`config.mk`:
```
export PLATFORM = sky130hd
export DESIGN_NAME = gtcc_top
export DESIGN_NICKNAME = d
export VERILOG_FILES = /design/src/gtcc_pkg.sv /design/src/gtcc_src_enc.sv /design/src/gtcc_rate_sel.sv /design/src/gtcc_top.sv
export SDC_FILE = /design/constraint.sdc
export NUM_CORES = 1
export LEC_CHECK = 0
export ABC_AREA = 1
export BUFFER_PORTS_ARGS = -buffer_cell sky130_fd_sc_hd__buf_4
export CORE_AREA = 2 2 90 113
export CTS_BUF_LIST = sky130_fd_sc_hd__clkbuf_16
export DETAILED_ROUTE_END_ITERATION = 10
export DIE_AREA = 0 0 92 115
export PLACE_DENSITY = 0.75
export SYNTH_ARGS = -nofsm -noshare
export SYNTH_HDL_FRONTEND = slang
export SYNTH_SLANG_ARGS = --single-unit
```
`constraint.sdc`:
```
create_clock -name mclk -period 1.8 [get_ports mclk]
set_input_delay 0.27 -clock mclk [delete_from_list [all_inputs] [get_ports mclk]]
set_output_delay 0.27 -clock mclk [all_outputs]
set_load 0.02 [all_outputs]
```
`src/gtcc_pkg.sv`:
```
// shared constants and types for the global timer and channel configuration block
package gtcc_pkg;
  localparam int GTCC_NCH = 8;
  localparam logic [7:0] GTCC_ADDR_SRC1 = 8'h81;
  localparam logic [7:0] GTCC_ADDR_SRC2 = 8'h82;
  localparam logic [7:0] GTCC_ADDR_SRC3 = 8'h83;
  localparam logic [7:0] GTCC_ADDR_TCMD = 8'h84;
  localparam logic [7:0] GTCC_ADDR_TRSV = 8'h85;
  localparam logic [7:0] GTCC_ADDR_TLOW = 8'h86;
  localparam logic [7:0] GTCC_ADDR_THIGH = 8'h87;
  localparam logic [7:0] GTCC_ADDR_X8 = 8'h88;
  localparam logic [7:0] GTCC_ADDR_X4 = 8'h89;
  localparam logic [7:0] GTCC_ADDR_CRST = 8'h8A;
  localparam logic [7:0] GTCC_ZERO8 = 8'h00;
  localparam logic [7:0] GTCC_TIRQ_READ = 8'h01;
  localparam logic [15:0] GTCC_TERM_RESET = 16'h0000;
  localparam logic [15:0] GTCC_COUNT_ONE = 16'h0001;
  localparam logic [3:0] GTCC_CMD_IRQ_EN = 4'h1;
  localparam logic [3:0] GTCC_CMD_IRQ_DIS = 4'h2;
  localparam logic [3:0] GTCC_CMD_ONESHOT = 4'h3;
  localparam logic [3:0] GTCC_CMD_RETRIG = 4'h4;
  localparam logic [3:0] GTCC_CMD_CLK_INT = 4'h5;
  localparam logic [3:0] GTCC_CMD_CLK_EXT = 4'h6;
  localparam logic [3:0] GTCC_CMD_START = 4'h9;
  localparam logic [3:0] GTCC_CMD_STOP = 4'hA;
  localparam logic [3:0] GTCC_CMD_RESET = 4'hB;
  localparam logic [2:0] GTCC_SRC_NONE = 3'h0;
  localparam logic [2:0] GTCC_SRC_RX = 3'h1;
  localparam logic [2:0] GTCC_SRC_RXTO = 3'h2;
  localparam logic [2:0] GTCC_SRC_TX = 3'h3;
  localparam logic [2:0] GTCC_SRC_MODEM = 3'h4;
  localparam logic [2:0] GTCC_SRC_TIMER = 3'h7;
  typedef enum logic [1:0] {
    GTCC_RATE_16X = 2'h0,
    GTCC_RATE_8X = 2'h1,
    GTCC_RATE_4X = 2'h2
  } gtcc_rate_e;
  // per-channel pending sources, already reduced by the channel datapath
  typedef struct packed {
    logic rx_ready;
    logic line_status;
    logic rx_timeout;
    logic tx_empty;
    logic modem_delta;
    logic flow_char;
  } gtcc_src_s;
  typedef struct packed {
    logic wr;
    logic rd;
    logic [7:0] addr;
    logic [7:0] wdata;
  } gtcc_bus_s;
endpackage

```
`src/gtcc_src_enc.sv`:
```
// per-channel interrupt source priority encoder
`timescale 1ns/1ps
module gtcc_src_enc (
  input wire gtcc_pkg::gtcc_src_s src,
  input wire logic timer_irq,
  output logic [2:0] code
);
  import gtcc_pkg::*;
  wire rx_any = src.rx_ready | src.line_status;
  wire modem_any = src.modem_delta | src.flow_char;
  // priority 1 highest; timer last since it sits at the bottom of the order
  assign code = rx_any ? GTCC_SRC_RX :
                src.rx_timeout ? GTCC_SRC_RXTO :
                src.tx_empty ? GTCC_SRC_TX :
                modem_any ? GTCC_SRC_MODEM :
                timer_irq ? GTCC_SRC_TIMER :
                GTCC_SRC_NONE;
endmodule

```
`src/gtcc_rate_sel.sv`:
```
// per-channel sampling rate selection
`timescale 1ns/1ps
module gtcc_rate_sel (
  input wire logic x8,
  input wire logic x4,
  output gtcc_pkg::gtcc_rate_e rate
);
  import gtcc_pkg::*;
  // 4x wins when both bits are set
  assign rate = x4 ? GTCC_RATE_4X : (x8 ? GTCC_RATE_8X : GTCC_RATE_16X);
endmodule

```
`src/gtcc_top.sv`:
```
// global timer/counter, channel source codes, sampling and soft reset registers
// Summary of operation
// - code 000 when nothing pending or wake-up
// - code 001 receive ready or line errors
// - code 010 receive time-out, cleared like receive
// - code 011 transmit empty, cleared by status read
// - code 100 modem delta or flow character
// - code 111 timer, channel 0 only
// - timer counts crystal or external pin
// - terminal value from two bytes, reads programmed
// - commands self-clear, never read back
// - control read shows pending, then clears it
// - commands enable/disable timer interrupt, default disabled
// - one-shot or re-triggerable, default re-triggerable
// - start, stop, reset; other codes ignored
// - reset: stopped, count back to one, pending cleared; enable, mode, clock kept
// - one-shot interrupts once after N clocks
// - re-triggerable interrupts every N clocks
// - 8x bit selects 8x sampling unless the 4x bit is also set
// - 4x bit selects 4x sampling
// - channel reset bit pulses then self-clears
// - source codes packed 24 bits, channel 0 lowest
`timescale 1ns/1ps
module gtcc_top #(
  parameter int NCH = gtcc_pkg::GTCC_NCH
) (
  input wire logic mclk,
  input wire logic nrst,
  input wire logic clk_en,
  input wire gtcc_pkg::gtcc_bus_s bus,
  output logic [7:0] rdata,
  input wire gtcc_pkg::gtcc_src_s [NCH-1:0] chan_src,
  input wire logic external_timer_clock_pin,
  output logic timer_irq,
  output logic [NCH*3-1:0] source_codes,
  output gtcc_pkg::gtcc_rate_e [NCH-1:0] chan_rate,
  output logic [NCH-1:0] chan_reset
);
  import gtcc_pkg::*;

  logic [7:0] timer_count_low_reg;
  logic [7:0] timer_count_high_reg;
  logic [NCH-1:0] x8_reg;
  logic [NCH-1:0] x4_reg;
  logic [NCH-1:0] crst_reg;
  logic irq_en_reg;
  logic oneshot_reg;
  logic ext_clk_reg;
  logic run_reg;
  logic pend_reg;
  logic [15:0] count_reg;
  logic [7:0] rdata_reg;
  logic tck_s1_reg;
  logic tck_s2_reg;
  logic tck_s3_reg;

  // bus decode
  wire wr_low = bus.wr && bus.addr == GTCC_ADDR_TLOW;
  wire wr_high = bus.wr && bus.addr == GTCC_ADDR_THIGH;
  wire wr_x8 = bus.wr && bus.addr == GTCC_ADDR_X8;
  wire wr_x4 = bus.wr && bus.addr == GTCC_ADDR_X4;
  wire wr_crst = bus.wr && bus.addr == GTCC_ADDR_CRST;
  wire wr_cmd = bus.wr && bus.addr == GTCC_ADDR_TCMD;
  wire rd_cmd = bus.rd && bus.addr == GTCC_ADDR_TCMD;
  wire [3:0] cmd = bus.wdata[3:0];
  wire cmd_en = wr_cmd && cmd == GTCC_CMD_IRQ_EN;
  wire cmd_dis = wr_cmd && cmd == GTCC_CMD_IRQ_DIS;
  wire cmd_one = wr_cmd && cmd == GTCC_CMD_ONESHOT;
  wire cmd_retrig = wr_cmd && cmd == GTCC_CMD_RETRIG;
  wire cmd_cint = wr_cmd && cmd == GTCC_CMD_CLK_INT;
  wire cmd_cext = wr_cmd && cmd == GTCC_CMD_CLK_EXT;
  wire cmd_start = wr_cmd && cmd == GTCC_CMD_START;
  wire cmd_stop = wr_cmd && cmd == GTCC_CMD_STOP;
  wire cmd_reset = wr_cmd && cmd == GTCC_CMD_RESET;
  wire [15:0] term = {timer_count_high_reg, timer_count_low_reg};

  // timer tick: crystal every enabled cycle, pin on a synchronised rising edge
  wire ext_rise = tck_s2_reg && !tck_s3_reg;
  wire tick = ext_clk_reg ? ext_rise : 1'b1;
  // count starts at one so the time-out lands on the Nth tick after start
  wire hit = run_reg && tick && count_reg >= term;
  wire pend_next = hit | (pend_reg & ~rd_cmd);

  always_ff @(posedge mclk) begin
    if (!nrst) begin
      tck_s1_reg <= 1'b0;
      tck_s2_reg <= 1'b0;
      tck_s3_reg <= 1'b0;
    end else if (clk_en) begin
      tck_s1_reg <= external_timer_clock_pin;
      tck_s2_reg <= tck_s1_reg;
      tck_s3_reg <= tck_s2_reg;
    end
  end

  always_ff @(posedge mclk) begin
    if (!nrst) begin
      timer_count_low_reg <= GTCC_ZERO8;
      timer_count_high_reg <= GTCC_ZERO8;
      x8_reg <= '0;
      x4_reg <= '0;
    end else if (clk_en) begin
      if (wr_low) begin
        timer_count_low_reg <= bus.wdata;
      end
      if (wr_high) begin
        timer_count_high_reg <= bus.wdata;
      end
      if (wr_x8) begin
        x8_reg <= bus.wdata[NCH-1:0];
      end
      if (wr_x4) begin
        x4_reg <= bus.wdata[NCH-1:0];
      end
    end
  end

  // soft reset bits live one cycle then clear
  always_ff @(posedge mclk) begin
    if (!nrst) begin
      crst_reg <= '0;
    end else if (clk_en) begin
      crst_reg <= wr_crst ? bus.wdata[NCH-1:0] : '0;
    end
  end

  always_ff @(posedge mclk) begin
    if (!nrst) begin
      irq_en_reg <= 1'b0;
      oneshot_reg <= 1'b0;
      ext_clk_reg <= 1'b0;
      run_reg <= 1'b0;
    end else if (clk_en) begin
      if (cmd_en) irq_en_reg <= 1'b1;
      if (cmd_dis) irq_en_reg <= 1'b0;
      if (cmd_one) oneshot_reg <= 1'b1;
      if (cmd_retrig) oneshot_reg <= 1'b0;
      if (cmd_cint) ext_clk_reg <= 1'b0;
      if (cmd_cext) ext_clk_reg <= 1'b1;
      if (cmd_start) begin
        run_reg <= 1'b1;
      end else if (cmd_stop || cmd_reset || (hit && oneshot_reg)) begin
        run_reg <= 1'b0;
      end
    end
  end

  always_ff @(posedge mclk) begin
    if (!nrst) begin
      count_reg <= GTCC_COUNT_ONE;
      pend_reg <= 1'b0;
    end else if (clk_en) begin
      if (cmd_start || cmd_reset || hit) begin
        count_reg <= GTCC_COUNT_ONE;
      end else if (run_reg && tick) begin
        count_reg <= count_reg + GTCC_COUNT_ONE;
      end
      // new time-out wins over a clearing read in the same cycle
      pend_reg <= cmd_reset ? 1'b0 : pend_next;
    end
  end

  // read data: commands are never stored, so the control read shows only pending
  wire [7:0] rd_cmd_val = pend_reg ? GTCC_TIRQ_READ : GTCC_ZERO8;
  // size casts zero-extend; a zero replication count would break the full-width build
  wire [23:0] codes24 = 24'(source_codes);
  wire [7:0] x8_rd = 8'(x8_reg);
  wire [7:0] x4_rd = 8'(x4_reg);
  wire [7:0] rd_mux =
    bus.addr == GTCC_ADDR_SRC1 ? codes24[7:0] :
    bus.addr == GTCC_ADDR_SRC2 ? codes24[15:8] :
    bus.addr == GTCC_ADDR_SRC3 ? codes24[23:16] :
    bus.addr == GTCC_ADDR_TCMD ? rd_cmd_val :
    bus.addr == GTCC_ADDR_TLOW ? timer_count_low_reg :
    bus.addr == GTCC_ADDR_THIGH ? timer_count_high_reg :
    bus.addr == GTCC_ADDR_X8 ? x8_rd :
    bus.addr == GTCC_ADDR_X4 ? x4_rd :
    GTCC_ZERO8;

  always_ff @(posedge mclk) begin
    if (!nrst) begin
      rdata_reg <= GTCC_ZERO8;
    end else if (clk_en && bus.rd) begin
      rdata_reg <= rd_mux;
    end
  end

  assign rdata = rdata_reg;
  assign timer_irq = pend_reg && irq_en_reg;
  assign chan_reset = crst_reg;

  genvar g;
  generate
    for (g = 0; g < NCH; g++) begin : g_ch
      gtcc_src_enc u_enc (
        .src(chan_src[g]),
        .timer_irq(g == 0 ? timer_irq : 1'b0),
        .code(source_codes[g*3 +: 3])
      );
      gtcc_rate_sel u_rate (
        .x8(x8_reg[g]),
        .x4(x4_reg[g]),
        .rate(chan_rate[g])
      );
    end
  endgenerate
endmodule

```
**Word level (Yosys, flattened, before mapping)**

Index checks and enable logic that the tools add are counted.

- ROM bits: 0
- Memories kept: 0
- Bits in latches: 0
- Flip-flop bits (word level): 72
- Output and inout bits: 57
- Bits in writable memories: 0
- Bits of input ports: 70
- Logic and storage cells: 166

- Shift operators: 0
- Order comparisons: 1
- Bitwise operators: 19
- Divide/modulo/power cells: 0
- Eq/ne operators: 18
- Add/sub/neg operators: 1
- Mux-type cells: 71
- Reductions and logical operators: 41
- Multiply operators: 0

Operators with widths:

| cell | number |
|---|---|
| two-way mux 3 bit | 33 |
| equality test 8 bit (second input constant) | 9 |
| two-way mux 8 bit | 9 |
| two-way mux 16 bit | 2 |
| logical AND 1 bit | 22 |
| two-way mux 1 bit | 19 |
| AND reduction 2 bit | 9 |
| OR 1 bit | 17 |
| adder 16 x 1 -> 16 bit (second input constant) | 1 |
| >= comparator 16 bit | 1 |
| two-way mux 2 bit | 8 |
| equality test 4 x 3 -> 1 bit (second input constant) | 3 |
| equality test 4 bit (second input constant) | 3 |
| nonzero test 2 bit | 5 |
| equality test 4 x 2 -> 1 bit (second input constant) | 2 |
| equality test 4 x 1 -> 1 bit (second input constant) | 1 |
| logical OR 1 bit | 4 |
| bitwise AND 1 bit | 1 |
| zero test 1 bit | 1 |
| inverter 1 bit | 1 |

**Longest topological paths before layout**

- Word-level depth: 9
- Mapped depth: 16
- Gate-level depth less buffers: 16

**Modules after synthesis**

A second synthesis with hierarchy kept.

- Cells, all modules: 728
- Area, all modules: 4,633.2 um2

Modules (own cells, without submodules):

| module | sequential area each (um2) | area each (um2) | cells each | times used |
|---|---|---|---|---|
| gtcc_top | 1,441.4 | 3,982.6 | 592 | 1 |
| gtcc_src_enc | 0.0 | 63.8 | 14 | 8 |
| gtcc_rate_sel | 0.0 | 17.5 | 3 | 8 |

**Worst setup path before layout**

No wires, ideal clock.

- Kind: register to register
- Start: reg count_reg[10]
- End: reg count_reg[2]
- Data arrival time: 1.607 ns
- Buffers on the path: 0
- Setup time: 0.117 ns
- Cell stages (with the launch flop): 13
- Period minus slack after synthesis: 1.725 ns
- Path slack: 0.075 ns
- Path through: dfxtp_1 -> ha_1 -> nand2_1 -> inv_1 -> nand3_1 -> nor2_1 -> nand3_1 -> nand3_1 -> nand2_1 -> nand2_1 -> nand2_1 -> nand2_1 -> nor2_1

- Cells in the longest elaborated chain, start to end: 5
- Elaborated cells on any way between the ends: 6
- Those cells by class: 1 x order compare; 1 x mux; 4 x reduce/logical

RTL lines:

| element | RTL line | RTL |
|---|---|---|
| start: declaration | gtcc_top.sv:51 | `logic [15:0] count_reg;` |
| start signal: assignment | gtcc_top.sv:156 | `count_reg <= count_reg + GTCC_COUNT_ONE;` |
| >= comparator 16 bit (*) | gtcc_top.sv:81 | `wire hit = run_reg && tick && count_reg >= term;` |
| logical AND 1 bit (*) | gtcc_top.sv:81 |  |
| logical OR 1 bit (*) | gtcc_top.sv:153 | `if (cmd_start \|\| cmd_reset \|\| hit) begin` |
| nonzero test 2 bit (no source line) | -- |  |
| AND reduction 2 bit (no source line) | -- |  |

Every way passes the cells marked *; elsewhere a longest branch is shown, timed or not.
A chain may end at the register's enable or synchronous reset.

**Worst setup path in the final report**

- Start: reg timer_count_high_reg[5]
- End: reg count_reg[12]

- Cells in the longest elaborated chain, start to end: 5
- Elaborated cells on any way between the ends: 6
- Those cells by class: 1 x order compare; 1 x mux; 4 x reduce/logical

RTL lines:

| element | RTL line | RTL |
|---|---|---|
| start: declaration | gtcc_top.sv:42 | `logic [7:0] timer_count_high_reg;` |
| start signal: assignment | gtcc_top.sv:107 | `timer_count_high_reg <= bus.wdata;` |
| >= comparator 16 bit (*) | gtcc_top.sv:81 |  |
| logical AND 1 bit (*) | gtcc_top.sv:81 |  |
| logical OR 1 bit (*) | gtcc_top.sv:153 |  |
| nonzero test 2 bit (no source line) | -- |  |
| AND reduction 2 bit (no source line) | -- |  |

Marks and branches as above.

==> out/metrics.yaml <==
initial_utilization_pct: 45.80
fp.coreArea_um2: 9509
powerDensity_nw_per_um2: 604.9
area_delta_synth_final_pct: 45.94
worstSkewPairLatency_ns: 0.34
place_congestion: 0.9690
end_kind: "flop"
antenna_found_initial: 0
htreeDepth: 3
path_clk_slew_ns: 0.06
grt_setup_unrepaired: "true"
power_mw: 3.845
wl_per_cell_um: 15.57
ys.flop_type: "dfxtp_1"
fin_skew_ns: 0.009685
cts-root-buf: "clkbuf_16"
ios: 127
drt_iter0_markers: 283
largest_reg_flops: 16
final_cell_mix: "buf_4 (183), nand2_1 (109), inv_1 (82)"
vias_per_cell: 5.367
place_area_um2: 5734
drive_above_1_share_pct: 35.01
setup_viol: 0
max_cap_violations: 0
hold_class: "in -> reg"
fp.dieH_um: 115
ys_ff_latch: 72
peakVddDrop_v: 0.0005699
gr-total-overflow: 0
grt_pass1_wl_um: 22640
crit_fanout: 8
holdWs_ns: 0.1490
start_kind: "flop"
synth.distinct_cells: 39
first_pass_iters: 5
required_ns: 2.07
p_leak_nw: 2.813
clk_path_buf_depth: 2
dieArea_um2: 10580
routed-via-count: 5152
cp_data_arrival_time_ns: 2.02
drc: 0
max_slew.worst_pin.slew_ns: 0.4110
maxClockFrequency_mhz: 572.6
hpwl_um: 11330
avgSynthCellArea_um2: 6.599
tritoncts: "done"
fin_nets: 916
wirelength_um: 14940
diodes: 0
criticalPathCategory: "reg -> reg"
status: "finished clean"
grt_pass1_vias: 4849
period_needed_ns: 1.746
ys_seq_area_share_pct: 33.09
hold_buffers: 0
cts_made_buffers: 9
synth-edff-count: 0
finalCritPeriodShare_pct: 97.03
final-hold-violation-count: 0
rows: 40
port_buffers: 126
clock-sinks: 72
die_w_um: 92
netlist_instances: 660
mostFrequentLayoutCell: "buf_4"
synth_nets: 747
synthesis.area_um2: 4355
ys_warn_count: 0
slew_violations: 0
grt_max_degree: 47
ant_nets: 0
slew_headroom_pct: 72.35
grt_usage_pct: 27.03
synthArstFlopShare_pct: 0
final_area_um2: 6356
## cell usage after synthesis (10+ instances only)
master	number	area share, %
nor3_1	20	2.3
nand2_1	119	10
nor2_1	66	5.7
nand3_1	24	2.8
dfxtp_1	72	33
a21oi_1	70	8.0
clkbuf_1	10	0.86
ha_1	17	4.9
inv_1	95	8.2
o21ai_0	81	9.3
xor2_1	10	2.0
nand4_1	15	2.2
## power breakdown
part           internal, mW  total [mW]  leakage (nW)  switching [mW]
clock                  1.07        1.78         0.138           0.710
sequential             1.61        1.61         0.588         0.00607
combinational         0.196       0.451          2.09           0.255
## cell families (layout without fill, tap and decap cells)
logic type / after synthesis / count (layout) / share of synthesized area (%)
AOI/OAI and AO/OA: 170 / 170 / 20.77
xor gates and xnor gates: 12 / 12 / 2.413
adders and majority gates: 17 / 17 / 4.884
buffers and inverters: 126 / 300 / 11.98
DFF: 72 / 72 / 33.09
and+or+nand+nor: 263 / 263 / 26.86
## per-stage QoR
step | setup TNS (ns) | cells | setup slack (ns) | utilization [%]
floorplan | 0 | 660 | 0.07542 | -
global placement | -0.1085 | 942 | -0.02403 | 60.30
detailed placement | -0.6853 | 942 | -0.1181 | 60.30
CTS | -0.004177 | 958 | -0.004177 | 63.68
global route | -0.2196 | 960 | -0.04802 | 66.84
finish | 0 | 960 | 0.05353 | 66.84
## layer usage
metal,track usage (%),share of wire (%),up-vias
met5,0,0,-
met4,11.44,3.3,0
met3,6.094,7.1,39
met2,50.29,52,218
met1,29.47,38,2385
li1,-,-,2510
## timing repair
item,CTS,global route
gates cloned,0,0
pin swaps,3,24
setup buffers,0,2
resized for setup,8,75
setup endpoints to repair,14,20
## worst max-delay path, stage by stage, from the launching register on
cell     delay [ns]
dfxtp_2        0.33
inv_2          0.05
ha_4           0.24
nand2_1        0.06
inv_1          0.04
o21ai_1        0.13
nand2_1        0.09
nor2_2         0.10
nand3_2        0.10
nand2_2        0.11
nand2_4        0.11
nor2_1         0.13
nand2_1        0.07
a21oi_2        0.12
## final cells by class
class                           instances  area [um2]
Clock inverter                          7       71.32
Tap cell                              126       157.7
Clock buffer                            9       225.2
Fill cell                             797        3153
Inverter                              100       376.6
Sequential cell                        72        1460
Timing Repair Buffer                  184        1385
Multi-Input combinational cell        462        2680
## path summary, 6_finish.rpt
path | to | cells past startpoint | slack (ns) | startpoint
worst min-delay path | tck_s1_reg | 3 | 0.15 | external_timer_clock_pin
worst max-delay path | count_reg[12] | 13 | 0.05 | timer_count_high_reg[5]
worst max register to register | count_reg[12] | 13 | 0.05 | timer_count_high_reg[5]
worst min register to register | rdata[7] | 2 | 0.47 | rdata[7]
No activity file was read; power rests on OpenSTA's default activity.
